**src/design/pbe_pkg.sv**
```systemverilog
// Package: register map, field layout and framing constants of the BIST engine
package pbe_pkg;
  localparam int ADDR_W = 10;
  localparam logic [7:0] IDX_CFG = 8'h16;
  localparam logic [7:0] IDX_PKT_CNT = 8'h17;
  localparam logic [7:0] IDX_BYTE_CNT = 8'h71;
  localparam logic [7:0] IDX_STS_LOCK = 8'h72;
  localparam logic [7:0] IDX_PKT_LEN = 8'h7b;
  localparam logic [7:0] IDX_GAP = 8'h7c;
  localparam logic [7:0] IDX_IRQ_STS = 8'h80;
  localparam logic [7:0] IDX_IRQ_CLR = 8'h81;
  localparam logic [7:0] IDX_IRQ_EN = 8'h82;
  localparam int BIT_LOCK = 0;
  localparam int BIT_LOCK_CLR = 1;
  localparam int BIT_BYTE_OVF = 9;
  localparam int BIT_PKT_OVF = 10;
  localparam int BIT_SAT_MODE = 0;
  localparam int BIT_GEN_EN = 1;
  localparam int EV_BYTE_OVF = 0;
  localparam int EV_PKT_OVF = 1;
  localparam int EV_PKT_SENT = 2;
  localparam int EV_W = 3;
  localparam logic [15:0] RST_PKT_LEN = 16'h05dc;
  localparam logic [7:0] RST_GAP = 8'h7d;
  localparam logic [16:0] PRE_NIBS = 17'd13;
  localparam logic [3:0] NIB_PRE = 4'h5;
  localparam logic [7:0] SFD = 8'hd5;
  localparam int GAP_NIB_SHIFT = 3;
  localparam logic [7:0] PRBS_SEED = 8'hff;
  typedef enum logic [2:0] {G_IDLE, G_PRE, G_SFD, G_DATA, G_GAP} pbe_gen_t;
  typedef enum logic {C_HUNT, C_DATA} pbe_chk_t;
endpackage

```
**src/design/pbe_engine.sv**
```systemverilog
// PRBS packet generator, checker and Avalon-MM register slave
//
// The Avalon-MM interface to the registers was left to the implementer.
`timescale 1ns/100ps
module pbe_engine
  import pbe_pkg::*;
(
  input wire logic CLK,
  input wire logic SYS_RST,
  input wire logic [pbe_pkg::ADDR_W-1:0] AVS_ADDRESS,
  input wire logic AVS_READ,
  input wire logic AVS_WRITE,
  input wire logic [31:0] AVS_WRITEDATA,
  input wire logic [3:0] AVS_BYTEENABLE,
  output logic [31:0] AVS_READDATA,
  output logic AVS_WAITREQUEST,
  output logic TX_EN,
  output logic [3:0] TX_NIB,
  input wire logic RX_DV,
  input wire logic [3:0] RX_NIB,
  output logic IRQ
);
  import pbe_pkg::*;

  function automatic logic [7:0] prbs_next(input logic [7:0] s);
    prbs_next = {s[6:0], s[7] ^ s[5] ^ s[4] ^ s[3]};
  endfunction

  // Bus slave: one wait cycle, then the access completes
  logic ack;
  logic [7:0] idx;
  logic wr_go;
  assign idx = AVS_ADDRESS[ADDR_W-1:2];
  assign AVS_WAITREQUEST = (AVS_READ | AVS_WRITE) & ~ack;
  assign wr_go = AVS_WRITE & ack;

  always_ff @(posedge CLK or posedge SYS_RST) begin
    if (SYS_RST) begin
      ack <= 1'b0;
    end else begin
      ack <= (AVS_READ | AVS_WRITE) & ~ack;
    end
  end

  logic sat_mode;
  logic gen_en;
  logic [15:0] pkt_len;
  logic [7:0] gap_len;
  logic [EV_W-1:0] irq_en;
  logic lock_pulse;
  logic clr_pulse;
  logic wr_lo;
  assign wr_lo = wr_go & AVS_BYTEENABLE[0];
  assign lock_pulse = wr_lo & (idx == IDX_STS_LOCK) &
    (AVS_WRITEDATA[BIT_LOCK] | AVS_WRITEDATA[BIT_LOCK_CLR]);
  assign clr_pulse = wr_lo & (idx == IDX_STS_LOCK) &
    AVS_WRITEDATA[BIT_LOCK_CLR];

  always_ff @(posedge CLK or posedge SYS_RST) begin
    if (SYS_RST) begin
      sat_mode <= 1'b0;
      gen_en <= 1'b0;
      pkt_len <= RST_PKT_LEN;
      gap_len <= RST_GAP;
      irq_en <= '0;
    end else if (wr_go) begin
      if (idx == IDX_CFG && AVS_BYTEENABLE[0]) begin
        sat_mode <= AVS_WRITEDATA[BIT_SAT_MODE];
        gen_en <= AVS_WRITEDATA[BIT_GEN_EN];
      end
      if (idx == IDX_PKT_LEN) begin
        if (AVS_BYTEENABLE[0]) begin
          pkt_len[7:0] <= AVS_WRITEDATA[7:0];
        end
        if (AVS_BYTEENABLE[1]) begin
          pkt_len[15:8] <= AVS_WRITEDATA[15:8];
        end
      end
      if (idx == IDX_GAP && AVS_BYTEENABLE[0]) begin
        gap_len <= AVS_WRITEDATA[7:0];
      end
      if (idx == IDX_IRQ_EN && AVS_BYTEENABLE[0]) begin
        irq_en <= AVS_WRITEDATA[EV_W-1:0];
      end
    end
  end

  // Generator: nibble stream, payload bytes low nibble first
  pbe_gen_t gen_state;
  logic [16:0] gcnt;
  logic [7:0] gen_prbs;
  logic pkt_sent;
  logic [16:0] data_last;
  logic [16:0] gap_last;
  assign data_last = {pkt_len, 1'b0} - 17'd1;
  // Eight idle nibble cycles per field step, four bytes each
  assign gap_last = (17'(gap_len) << GAP_NIB_SHIFT) - 17'd1;

  always_ff @(posedge CLK or posedge SYS_RST) begin
    if (SYS_RST) begin
      gen_state <= G_IDLE;
      gcnt <= '0;
      gen_prbs <= PRBS_SEED;
      pkt_sent <= 1'b0;
      TX_EN <= 1'b0;
      TX_NIB <= '0;
    end else begin
      pkt_sent <= 1'b0;
      TX_EN <= 1'b0;
      TX_NIB <= '0;
      gcnt <= gcnt + 17'd1;
      unique case (gen_state)
        G_IDLE: begin
          gcnt <= '0;
          if (gen_en) begin
            gen_state <= G_PRE;
          end
        end
        G_PRE: begin
          TX_EN <= 1'b1;
          TX_NIB <= NIB_PRE;
          if (gcnt == PRE_NIBS - 17'd1) begin
            gen_state <= G_SFD;
            gcnt <= '0;
          end
        end
        G_SFD: begin
          TX_EN <= 1'b1;
          TX_NIB <= gcnt[0] ? SFD[7:4] : SFD[3:0];
          gen_prbs <= PRBS_SEED;
          if (gcnt[0]) begin
            gcnt <= '0;
            gen_state <= (pkt_len == 16'h0000) ? G_GAP : G_DATA;
          end
        end
        G_DATA: begin
          TX_EN <= 1'b1;
          TX_NIB <= gcnt[0] ? gen_prbs[7:4] : gen_prbs[3:0];
          if (gcnt[0]) begin
            gen_prbs <= prbs_next(gen_prbs);
          end
          if (gcnt == data_last) begin
            pkt_sent <= 1'b1;
            gcnt <= '0;
            if (gap_len != 8'h00) begin
              gen_state <= G_GAP;
            end else begin
              gen_state <= gen_en ? G_PRE : G_IDLE;
            end
          end
        end
        G_GAP: begin
          // Gap ends straight into the next preamble, so no extra idle cycle
          if (gcnt == gap_last) begin
            gcnt <= '0;
            gen_state <= gen_en ? G_PRE : G_IDLE;
          end
        end
      endcase
    end
  end

  // Checker: hunt for the delimiter, then compare byte by byte
  pbe_chk_t chk_state;
  logic prev_pre;
  logic half;
  logic [3:0] lo_nib;
  logic [7:0] chk_prbs;
  logic byte_inc;
  logic err_inc;
  logic pkt_inc;
  logic [7:0] rx_byte;
  assign rx_byte = {RX_NIB, lo_nib};
  assign byte_inc = (chk_state == C_DATA) & RX_DV & half;
  assign err_inc = byte_inc & (rx_byte != chk_prbs);
  assign pkt_inc = (chk_state == C_DATA) & ~RX_DV;

  always_ff @(posedge CLK or posedge SYS_RST) begin
    if (SYS_RST) begin
      chk_state <= C_HUNT;
      prev_pre <= 1'b0;
      half <= 1'b0;
      lo_nib <= '0;
      chk_prbs <= PRBS_SEED;
    end else begin
      unique case (chk_state)
        C_HUNT: begin
          prev_pre <= RX_DV & (RX_NIB == NIB_PRE);
          half <= 1'b0;
          chk_prbs <= PRBS_SEED;
          if (RX_DV && prev_pre && RX_NIB == SFD[7:4]) begin
            chk_state <= C_DATA;
          end
        end
        C_DATA: begin
          prev_pre <= 1'b0;
          // A trailing odd nibble is dropped with the frame end
          if (!RX_DV) begin
            chk_state <= C_HUNT;
          end else begin
            half <= ~half;
            lo_nib <= RX_NIB;
            if (half) begin
              chk_prbs <= prbs_next(chk_prbs);
            end
          end
        end
      endcase
    end
  end

  // Live counters: a clear beats a same-cycle increment
  logic [15:0] byte_live;
  logic [15:0] pkt_live;
  logic [7:0] err_live;
  logic byte_ovf;
  logic pkt_ovf;
  logic byte_wrap;
  logic pkt_wrap;
  assign byte_wrap = byte_inc & (byte_live == 16'hffff);
  assign pkt_wrap = pkt_inc & (pkt_live == 16'hffff);

  always_ff @(posedge CLK or posedge SYS_RST) begin
    if (SYS_RST) begin
      byte_live <= '0;
      pkt_live <= '0;
      err_live <= '0;
    end else if (clr_pulse) begin
      byte_live <= '0;
      pkt_live <= '0;
      err_live <= '0;
    end else begin
      if (byte_inc && (sat_mode || !byte_wrap)) begin
        byte_live <= byte_live + 16'd1;
      end
      if (pkt_inc && (sat_mode || !pkt_wrap)) begin
        pkt_live <= pkt_live + 16'd1;
      end
      if (err_inc && (sat_mode || err_live != 8'hff)) begin
        err_live <= err_live + 8'd1;
      end
    end
  end

  // Overflow flags: a same-cycle overflow wins over the clear
  always_ff @(posedge CLK or posedge SYS_RST) begin
    if (SYS_RST) begin
      byte_ovf <= 1'b0;
      pkt_ovf <= 1'b0;
    end else begin
      byte_ovf <= byte_wrap | (byte_ovf & ~clr_pulse);
      pkt_ovf <= pkt_wrap | (pkt_ovf & ~clr_pulse);
    end
  end

  // Snapshot for software; reads never see a half-updated set
  logic [15:0] lk_byte;
  logic [15:0] lk_pkt;
  logic [7:0] lk_err;
  always_ff @(posedge CLK or posedge SYS_RST) begin
    if (SYS_RST) begin
      lk_byte <= '0;
      lk_pkt <= '0;
      lk_err <= '0;
    end else if (lock_pulse) begin
      lk_byte <= byte_live;
      lk_pkt <= pkt_live;
      lk_err <= err_live;
    end
  end

  // Interrupts
  logic [EV_W-1:0] irq_sts;
  logic [EV_W-1:0] ev;
  logic [EV_W-1:0] irq_clr;
  assign ev = {pkt_sent, pkt_wrap, byte_wrap};
  assign irq_clr = (wr_lo && idx == IDX_IRQ_CLR) ?
    AVS_WRITEDATA[EV_W-1:0] : '0;
  always_ff @(posedge CLK or posedge SYS_RST) begin
    if (SYS_RST) begin
      irq_sts <= '0;
      IRQ <= 1'b0;
    end else begin
      irq_sts <= ev | (irq_sts & ~irq_clr);
      IRQ <= |((ev | (irq_sts & ~irq_clr)) & irq_en);
    end
  end

  // Read data latched in the wait cycle
  logic [31:0] next_rdata;
  always_comb begin
    next_rdata = '0;
    unique case (idx)
      IDX_CFG: begin
        next_rdata[BIT_SAT_MODE] = sat_mode;
        next_rdata[BIT_GEN_EN] = gen_en;
      end
      IDX_PKT_CNT: next_rdata[15:0] = lk_pkt;
      IDX_BYTE_CNT: next_rdata[15:0] = lk_byte;
      IDX_STS_LOCK: begin
        next_rdata[7:0] = lk_err;
        next_rdata[BIT_BYTE_OVF] = byte_ovf;
        next_rdata[BIT_PKT_OVF] = pkt_ovf;
      end
      IDX_PKT_LEN: next_rdata[15:0] = pkt_len;
      IDX_GAP: next_rdata[7:0] = gap_len;
      IDX_IRQ_STS: next_rdata[EV_W-1:0] = irq_sts;
      IDX_IRQ_EN: next_rdata[EV_W-1:0] = irq_en;
      default: next_rdata = '0;
    endcase
  end

  always_ff @(posedge CLK or posedge SYS_RST) begin
    if (SYS_RST) begin
      AVS_READDATA <= '0;
    end else if (AVS_READ && !ack) begin
      AVS_READDATA <= next_rdata;
    end
  end
endmodule

```
**config.mk**
```make
export PLATFORM = sky130hd
export DESIGN_NAME = pbe_engine
export DESIGN_NICKNAME = d
export VERILOG_FILES = /design/src/design/pbe_pkg.sv /design/src/design/pbe_engine.sv
export SDC_FILE = /design/constraint.sdc
export NUM_CORES = 1
export LEC_CHECK = 0
export ABC_AREA = 0
export BUFFER_PORTS_ARGS = -buffer_cell sky130_fd_sc_hd__buf_2
export CAP_MARGIN = 20
export CELL_PAD_IN_SITES_DETAIL_PLACEMENT = 0
export CELL_PAD_IN_SITES_GLOBAL_PLACEMENT = 2
export CORE_MARGIN = 2
export CORE_UTILIZATION = 35
export DETAILED_ROUTE_END_ITERATION = 6
export HOLD_SLACK_MARGIN = 0.02
export PLACE_DENSITY = 0.77
export SLEW_MARGIN = 25
export SYNTH_ARGS = -nofsm -noshare
export SYNTH_HDL_FRONTEND = slang
export SYNTH_SLANG_ARGS = --single-unit
export TNS_END_PERCENT = 10
```
**constraint.sdc**
```tcl
create_clock -name CLK -period 5.9 [get_ports CLK]
set_input_delay 0.885 -clock CLK [delete_from_list [all_inputs] [get_ports CLK]]
set_output_delay 0.885 -clock CLK [all_outputs]
set_load 0.02 [all_outputs]
```
* Yosys cells after proc, flatten, opt, wreduce, memory -nomap -nowiden
Cells that the tools add are included. W data, S select, Z words.
Cells by class: add/sub/neg operators 6, equal/unequal tests 30, multiplexer cells 44, bitwise logic cells 34, reduce and logical (&&, ||, !) cells 34
Operator list (count):
- $pmux W17 S5 | 1
- $mux W17 | 4
- $mux W16 | 4
- $mux W8 | 5
- $eq A17 B17 Y1 | 2
- $add A16 B1 Y16 const B | 2
- $eq A16 B16 Y1 const B | 2
- $eq A8 B7 Y1 const B | 4
- $pmux W8 S2 | 2
- $pmux W5 S5 | 1
- $eq A8 B8 Y1 const B | 3
- $mux W3 | 8
- $add A17 B1 Y17 const B | 1
- $eq A17 B4 Y1 const B | 1
- $sub A17 B1 Y17 const B | 1
- $eq A8 B5 Y1 const B | 2
- $logic_not A16 Y1 | 1
- $pmux W2 S8 | 1
- $and A1 B1 Y1 | 15
- $pmux W3 S5 | 1
- $pmux W5 S3 | 1
- $ne A2 B2 Y1 const B | 7
- $pmux W4 S3 | 1
- $reduce_and A2 Y1 | 6
- other kinds (31) | 72
Storage, ports and cells: bits in registers 181, bits of input ports 55, output and inout port bits 39

* Longest topological paths before layout
depth after elaboration 9, mapped depth 11, mapped depth without buffers 9

* Worst setup path after synthesis
No wires, ideal clock.
kind reg-to-reg, start point register gap_len[1], end point register gen_state[0], data arrival time 2649 ps, slack 3124 ps, stages on the path, launching flop included 10, path buffers 0, period minus slack after synthesis 2776 ps, path through dfrtp_1 > inv_1 > ha_1 > or4b_1 > nor4_1 > a21oi_1 > a2111oi_2 > o21ai_4 > a21oi_4 > mux2_1
Between the ends: longest elaborated chain between the ends 4, elaborated cells on any way between the ends 8, classes of those cells add/sub (1); eq/ne (2); mux (3); reduce/logical (2)
Ends and longest elaborated chain:
- start: declaration | line pbe_engine.sv:48 | logic [7:0] gap_len;
- start signal: assignment | line pbe_engine.sv:80 | gap_len <= AVS_WRITEDATA[7:0];
- $sub A11 B1 Y12 / $reduce_bool A8 Y1 (equally long branches) | line pbe_engine.sv:97, pbe_engine.sv:145
- $eq A17 B17 Y1 / $mux W3 (equally long branches) | line pbe_engine.sv:154, pbe_engine.sv:145
- $ne A2 B2 Y1 (no source line) / $mux W3 (equally long branches)
- $reduce_and A5 Y1 (no source line) / $pmux W3 S5 (equally long branches)
- end signal: assignment | line pbe_engine.sv:133 | gen_state <= (pkt_len == 16'h0000) ? G_GAP : G_DATA;
- end signal: assignment | line pbe_engine.sv:148 | gen_state <= gen_en ? G_PRE : G_IDLE;
- end signal: assignment | line pbe_engine.sv:156 | gen_state <= gen_en ? G_PRE : G_IDLE;
- end: declaration | line pbe_engine.sv:89 | pbe_gen_t gen_state;
Parallel ways exist; a longest one is shown, timed or not. The select of a mux whose other input is x is not followed. A chain may end at the register's enable or synchronous reset.

* Worst setup path after layout
start point register pkt_len[0], end point register gen_state[0]
Between the ends: longest elaborated chain between the ends 4, elaborated cells on any way between the ends 8, classes of those cells add/sub (1); eq/ne (2); mux (3); reduce/logical (2)
Ends and longest elaborated chain:
- start: declaration | line pbe_engine.sv:47 | logic [15:0] pkt_len;
- start signal: assignment | line pbe_engine.sv:73 | pkt_len[7:0] <= AVS_WRITEDATA[7:0];
- $sub A17 B1 Y17 / $logic_not A16 Y1 (equally long branches) | line pbe_engine.sv:95, pbe_engine.sv:133
- $eq A17 B17 Y1 / $mux W3 (equally long branches) | line pbe_engine.sv:142, pbe_engine.sv:133
- $ne A2 B2 Y1 (no source line) / $mux W3 (equally long branches)
- $reduce_and A5 Y1 (no source line) / $pmux W3 S5 (equally long branches)
Parallel ways exist; a longest one is shown, timed or not. The select of a mux whose other input is x is not followed.

==> impl_metrics.json <==
{
  "synth_seq_cells": 181,
  "synthFlopType": "dfrtp_1",
  "syn_to_final_growth_pct": 12.0,
  "die_x_um": 168,
  "drc": 0,
  "finalMaxSlewViolations": 0,
  "layout_min_cycle_time_ns": 3.39,
  "outcome": "finished clean",
  "path_clk_slew_ns": 0.08,
  "cts_resized": 0,
  "num_vias": 6768,
  "yosysSeqAreaShare_pct": 48.5,
  "clockBufferDepth": 2,
  "finalSetupViolCount": 0,
  "place.gp.congestion": 0.782,
  "hp-class": "flip-flop to flip-flop",
  "core_mm2": 0.0267,
  "final.period_utilization_pct": 57.5,
  "clkLatencyLatePin_ns": 0.43,
  "fmax_mhz": 295,
  "nNetsFinal": 999,
  "slew_headroom_pct": 34.4,
  "yosysMostFrequentCell": "dfrtp_1",
  "crit_type": "flip-flop to flip-flop",
  "setup.worst_path.end": "gen_state[0]",
  "grtUsageMet3_pct": 2.94,
  "first_pass_iters": 5,
  "power.total_uw": 2930,
  "ctsHoldBuffers": 0,
  "reg2reg_slack_ns": 2.51,
  "worst_slack_ns": 2.51,
  "layout-drive-gt1-share_pct": 24.0,
  "arrival_ns": 3.72,
  "worst_pin_slew_ns": 0.970,
  "drt-wirelength-per-cell_um": 17.8,
  "avgSynthCellArea_um2": 10.6,
  "grt_max_degree": 64,
  "ios": 94,
  "synth_top_cell_area_share_pct": 40.4,
  "grt_pass1_vias": 6527,
  "powerDensity_mw_per_mm2": 278,
  "antenna_found_initial": 0,
  "grt.total_usage_pct": 16.9,
  "maxCapViolations": 0,
  "initialDrtViolationCount": 336,
  "rsz0062_at_grt": "no",
  "cts_setup_buffers": 0,
  "drtAntennaViolNets": 0,
  "grt_use_met1_pct": 22.3,
  "vias_per_cell": 5.25,
  "yosysTopAreaCell": "dfrtp_1",
  "tritoncts": "yes",
  "leakage_uw": 0.00471,
  "yosys-top-cells-count": "152 x dfrtp_1, 88 x nor2_1, 79 x nand2_1",
  "die-area_mm2": 0.0282,
  "grt-ovfl-total": 0,
  "rr_endpoint": "gen_state[0]",
  "ff2ff_path_depth": 9,
  "hold_depth": 2,
  "r2r-start": "pkt_len[0]",
  "synthesis.area_mm2": 0.00941,
  "cts-root-buf": "clkbuf_16",
  "insertedDiodeCount": 0,
  "hold_viol_final": 0,
  "rows": 60,
  "clkSinkCount": 181,
  "synth_cell_type_count": 82,
  "synth-edff-count": 0,
  "grt_pass1_wl_mm": 37.4,
  "pre_cts_ws_ns": 2.46,
  "dpl.hpwl_mm": 16.9,
  "path_max_fanout": 15,
  "vdd_drop_max_mv": 0.179,
  "grt.busiest_layer": "met2",
  "synth_async_sr_flop_share_pct": 100,
  "cts_htree_levels": 4,
  "port_buffers": 57,
  "fin_hold_ws_ns": 0.478,
  "cp-start-kind": "flip-flop",
  "drt_wl_total_mm": 23.0,
  "start_util_pct": 35.3,
  "crit_start": "pkt_len[0]",
  "skew_ns": 0.0157,
  "die_h_um": 168,
  "crit_path_end_kind": "flip-flop",
  "synthTopCellsByArea": "dfrtp_1 40%, mux2_2 8.7%, dfstp_2 8.1%",
  "finalSetupTns_ns": 0,
  "cts_buffers": 17,
  "cp_data_required_time_ns": 6.22,
  "yosys_warnings": 0,
  "synth_cells": 890,
  "use_met2_pct": 29.1
}
-- how the worst min path moves through the flow --
stage                           from               end  slack (ns)
floorplan                   pkt_sent        irq_sts[2]        0.42
global placement            pkt_sent        irq_sts[2]        0.47
detailed placement  AVS_READDATA[12]  AVS_READDATA[12]        0.47
CTS                 AVS_READDATA[12]  AVS_READDATA[12]        0.48
global route                 pkt_ovf           pkt_ovf        0.51
finish              AVS_READDATA[12]  AVS_READDATA[12]        0.48
-- flip-flops by register name, indices dropped and copies added, names as in the netlist, 3 cells and up --
signal        cells
gcnt             17
byte_live        16
gap_len           8
irq_en            3
lk_err            8
TX_NIB            4
err_live          8
AVS_READDATA     16
chk_prbs          8
lk_pkt           16
irq_sts           3
lk_byte          16
gen_state         3
lo_nib            4
pkt_live         16
gen_prbs          8
pkt_len          16
-- logic make-up after synthesis --
group	count (synthesis)	share of synthesized area, %
simple gates	321	17.3
flops	181	48.5
compound gates	139	11.1
mux	85	10.0
xor+xnor	81	7.54
buf+inv	74	4.39
fa+ha+maj	8	1.06
other cells	1	0.0399
-- final cells by class --
type | instances | area (um^2)
Timing Repair Buffer | 67 | 360
Inverter | 19 | 76.3
Multi-Input combinational cell | 650 | 4490
Fill cell | 2628 | 16100
Sequential cell | 181 | 4570
Clock buffer | 17 | 425
Tap cell | 341 | 427
Clock inverter | 15 | 189
-- cell usage in the layout (no fill, tap or decap), drive strengths merged, types with 16 or more instances in the layout --
master / Yosys / final
a21oi: 18 / 18
buf: 26 / 67
clkbuf: 29 / 17
conb: 1 / 16
dfrtp: 152 / 152
dfstp: 29 / 29
inv: 18 / 24
mux2: 74 / 74
nand2: 79 / 79
nand3: 35 / 35
nor2: 89 / 89
nor3: 22 / 22
o21ai: 30 / 30
xnor2: 37 / 37
xor2: 44 / 44
-- stage by stage --
stage	instance area [um^2]	util [%]	instances
after floorplan	9460	-	905
after global placement	9910	37.2	1258
after detailed placement	9910	37.2	1258
after CTS	10500	39.5	1290
after global routing	10500	39.5	1290
final	10500	39.5	1290
-- layer usage --
metal	wire length [um]	vias to the layer above
met5	0	-
met4	196	0
met3	518	12
met2	11700	88
met1	10600	3389
li1	-	3279
-- power breakdown --
part           switching (uW)  internal, uW
registers                61.7          1290
clock network             539           644
logic                     262           135
total                     862          2070
-- worst max-delay path, cell delays in order (launching register included) --
cell,delay (ns)
dfrtp_1,0.46
inv_1,0.10
ha_1,0.28
or2b_2,0.37
nor4_2,0.25
a41oi_1,0.07
a222oi_1,0.44
o2111ai_2,0.40
a21oi_4,0.55
mux2_1,0.36
(Power assumes the default switching activity.)
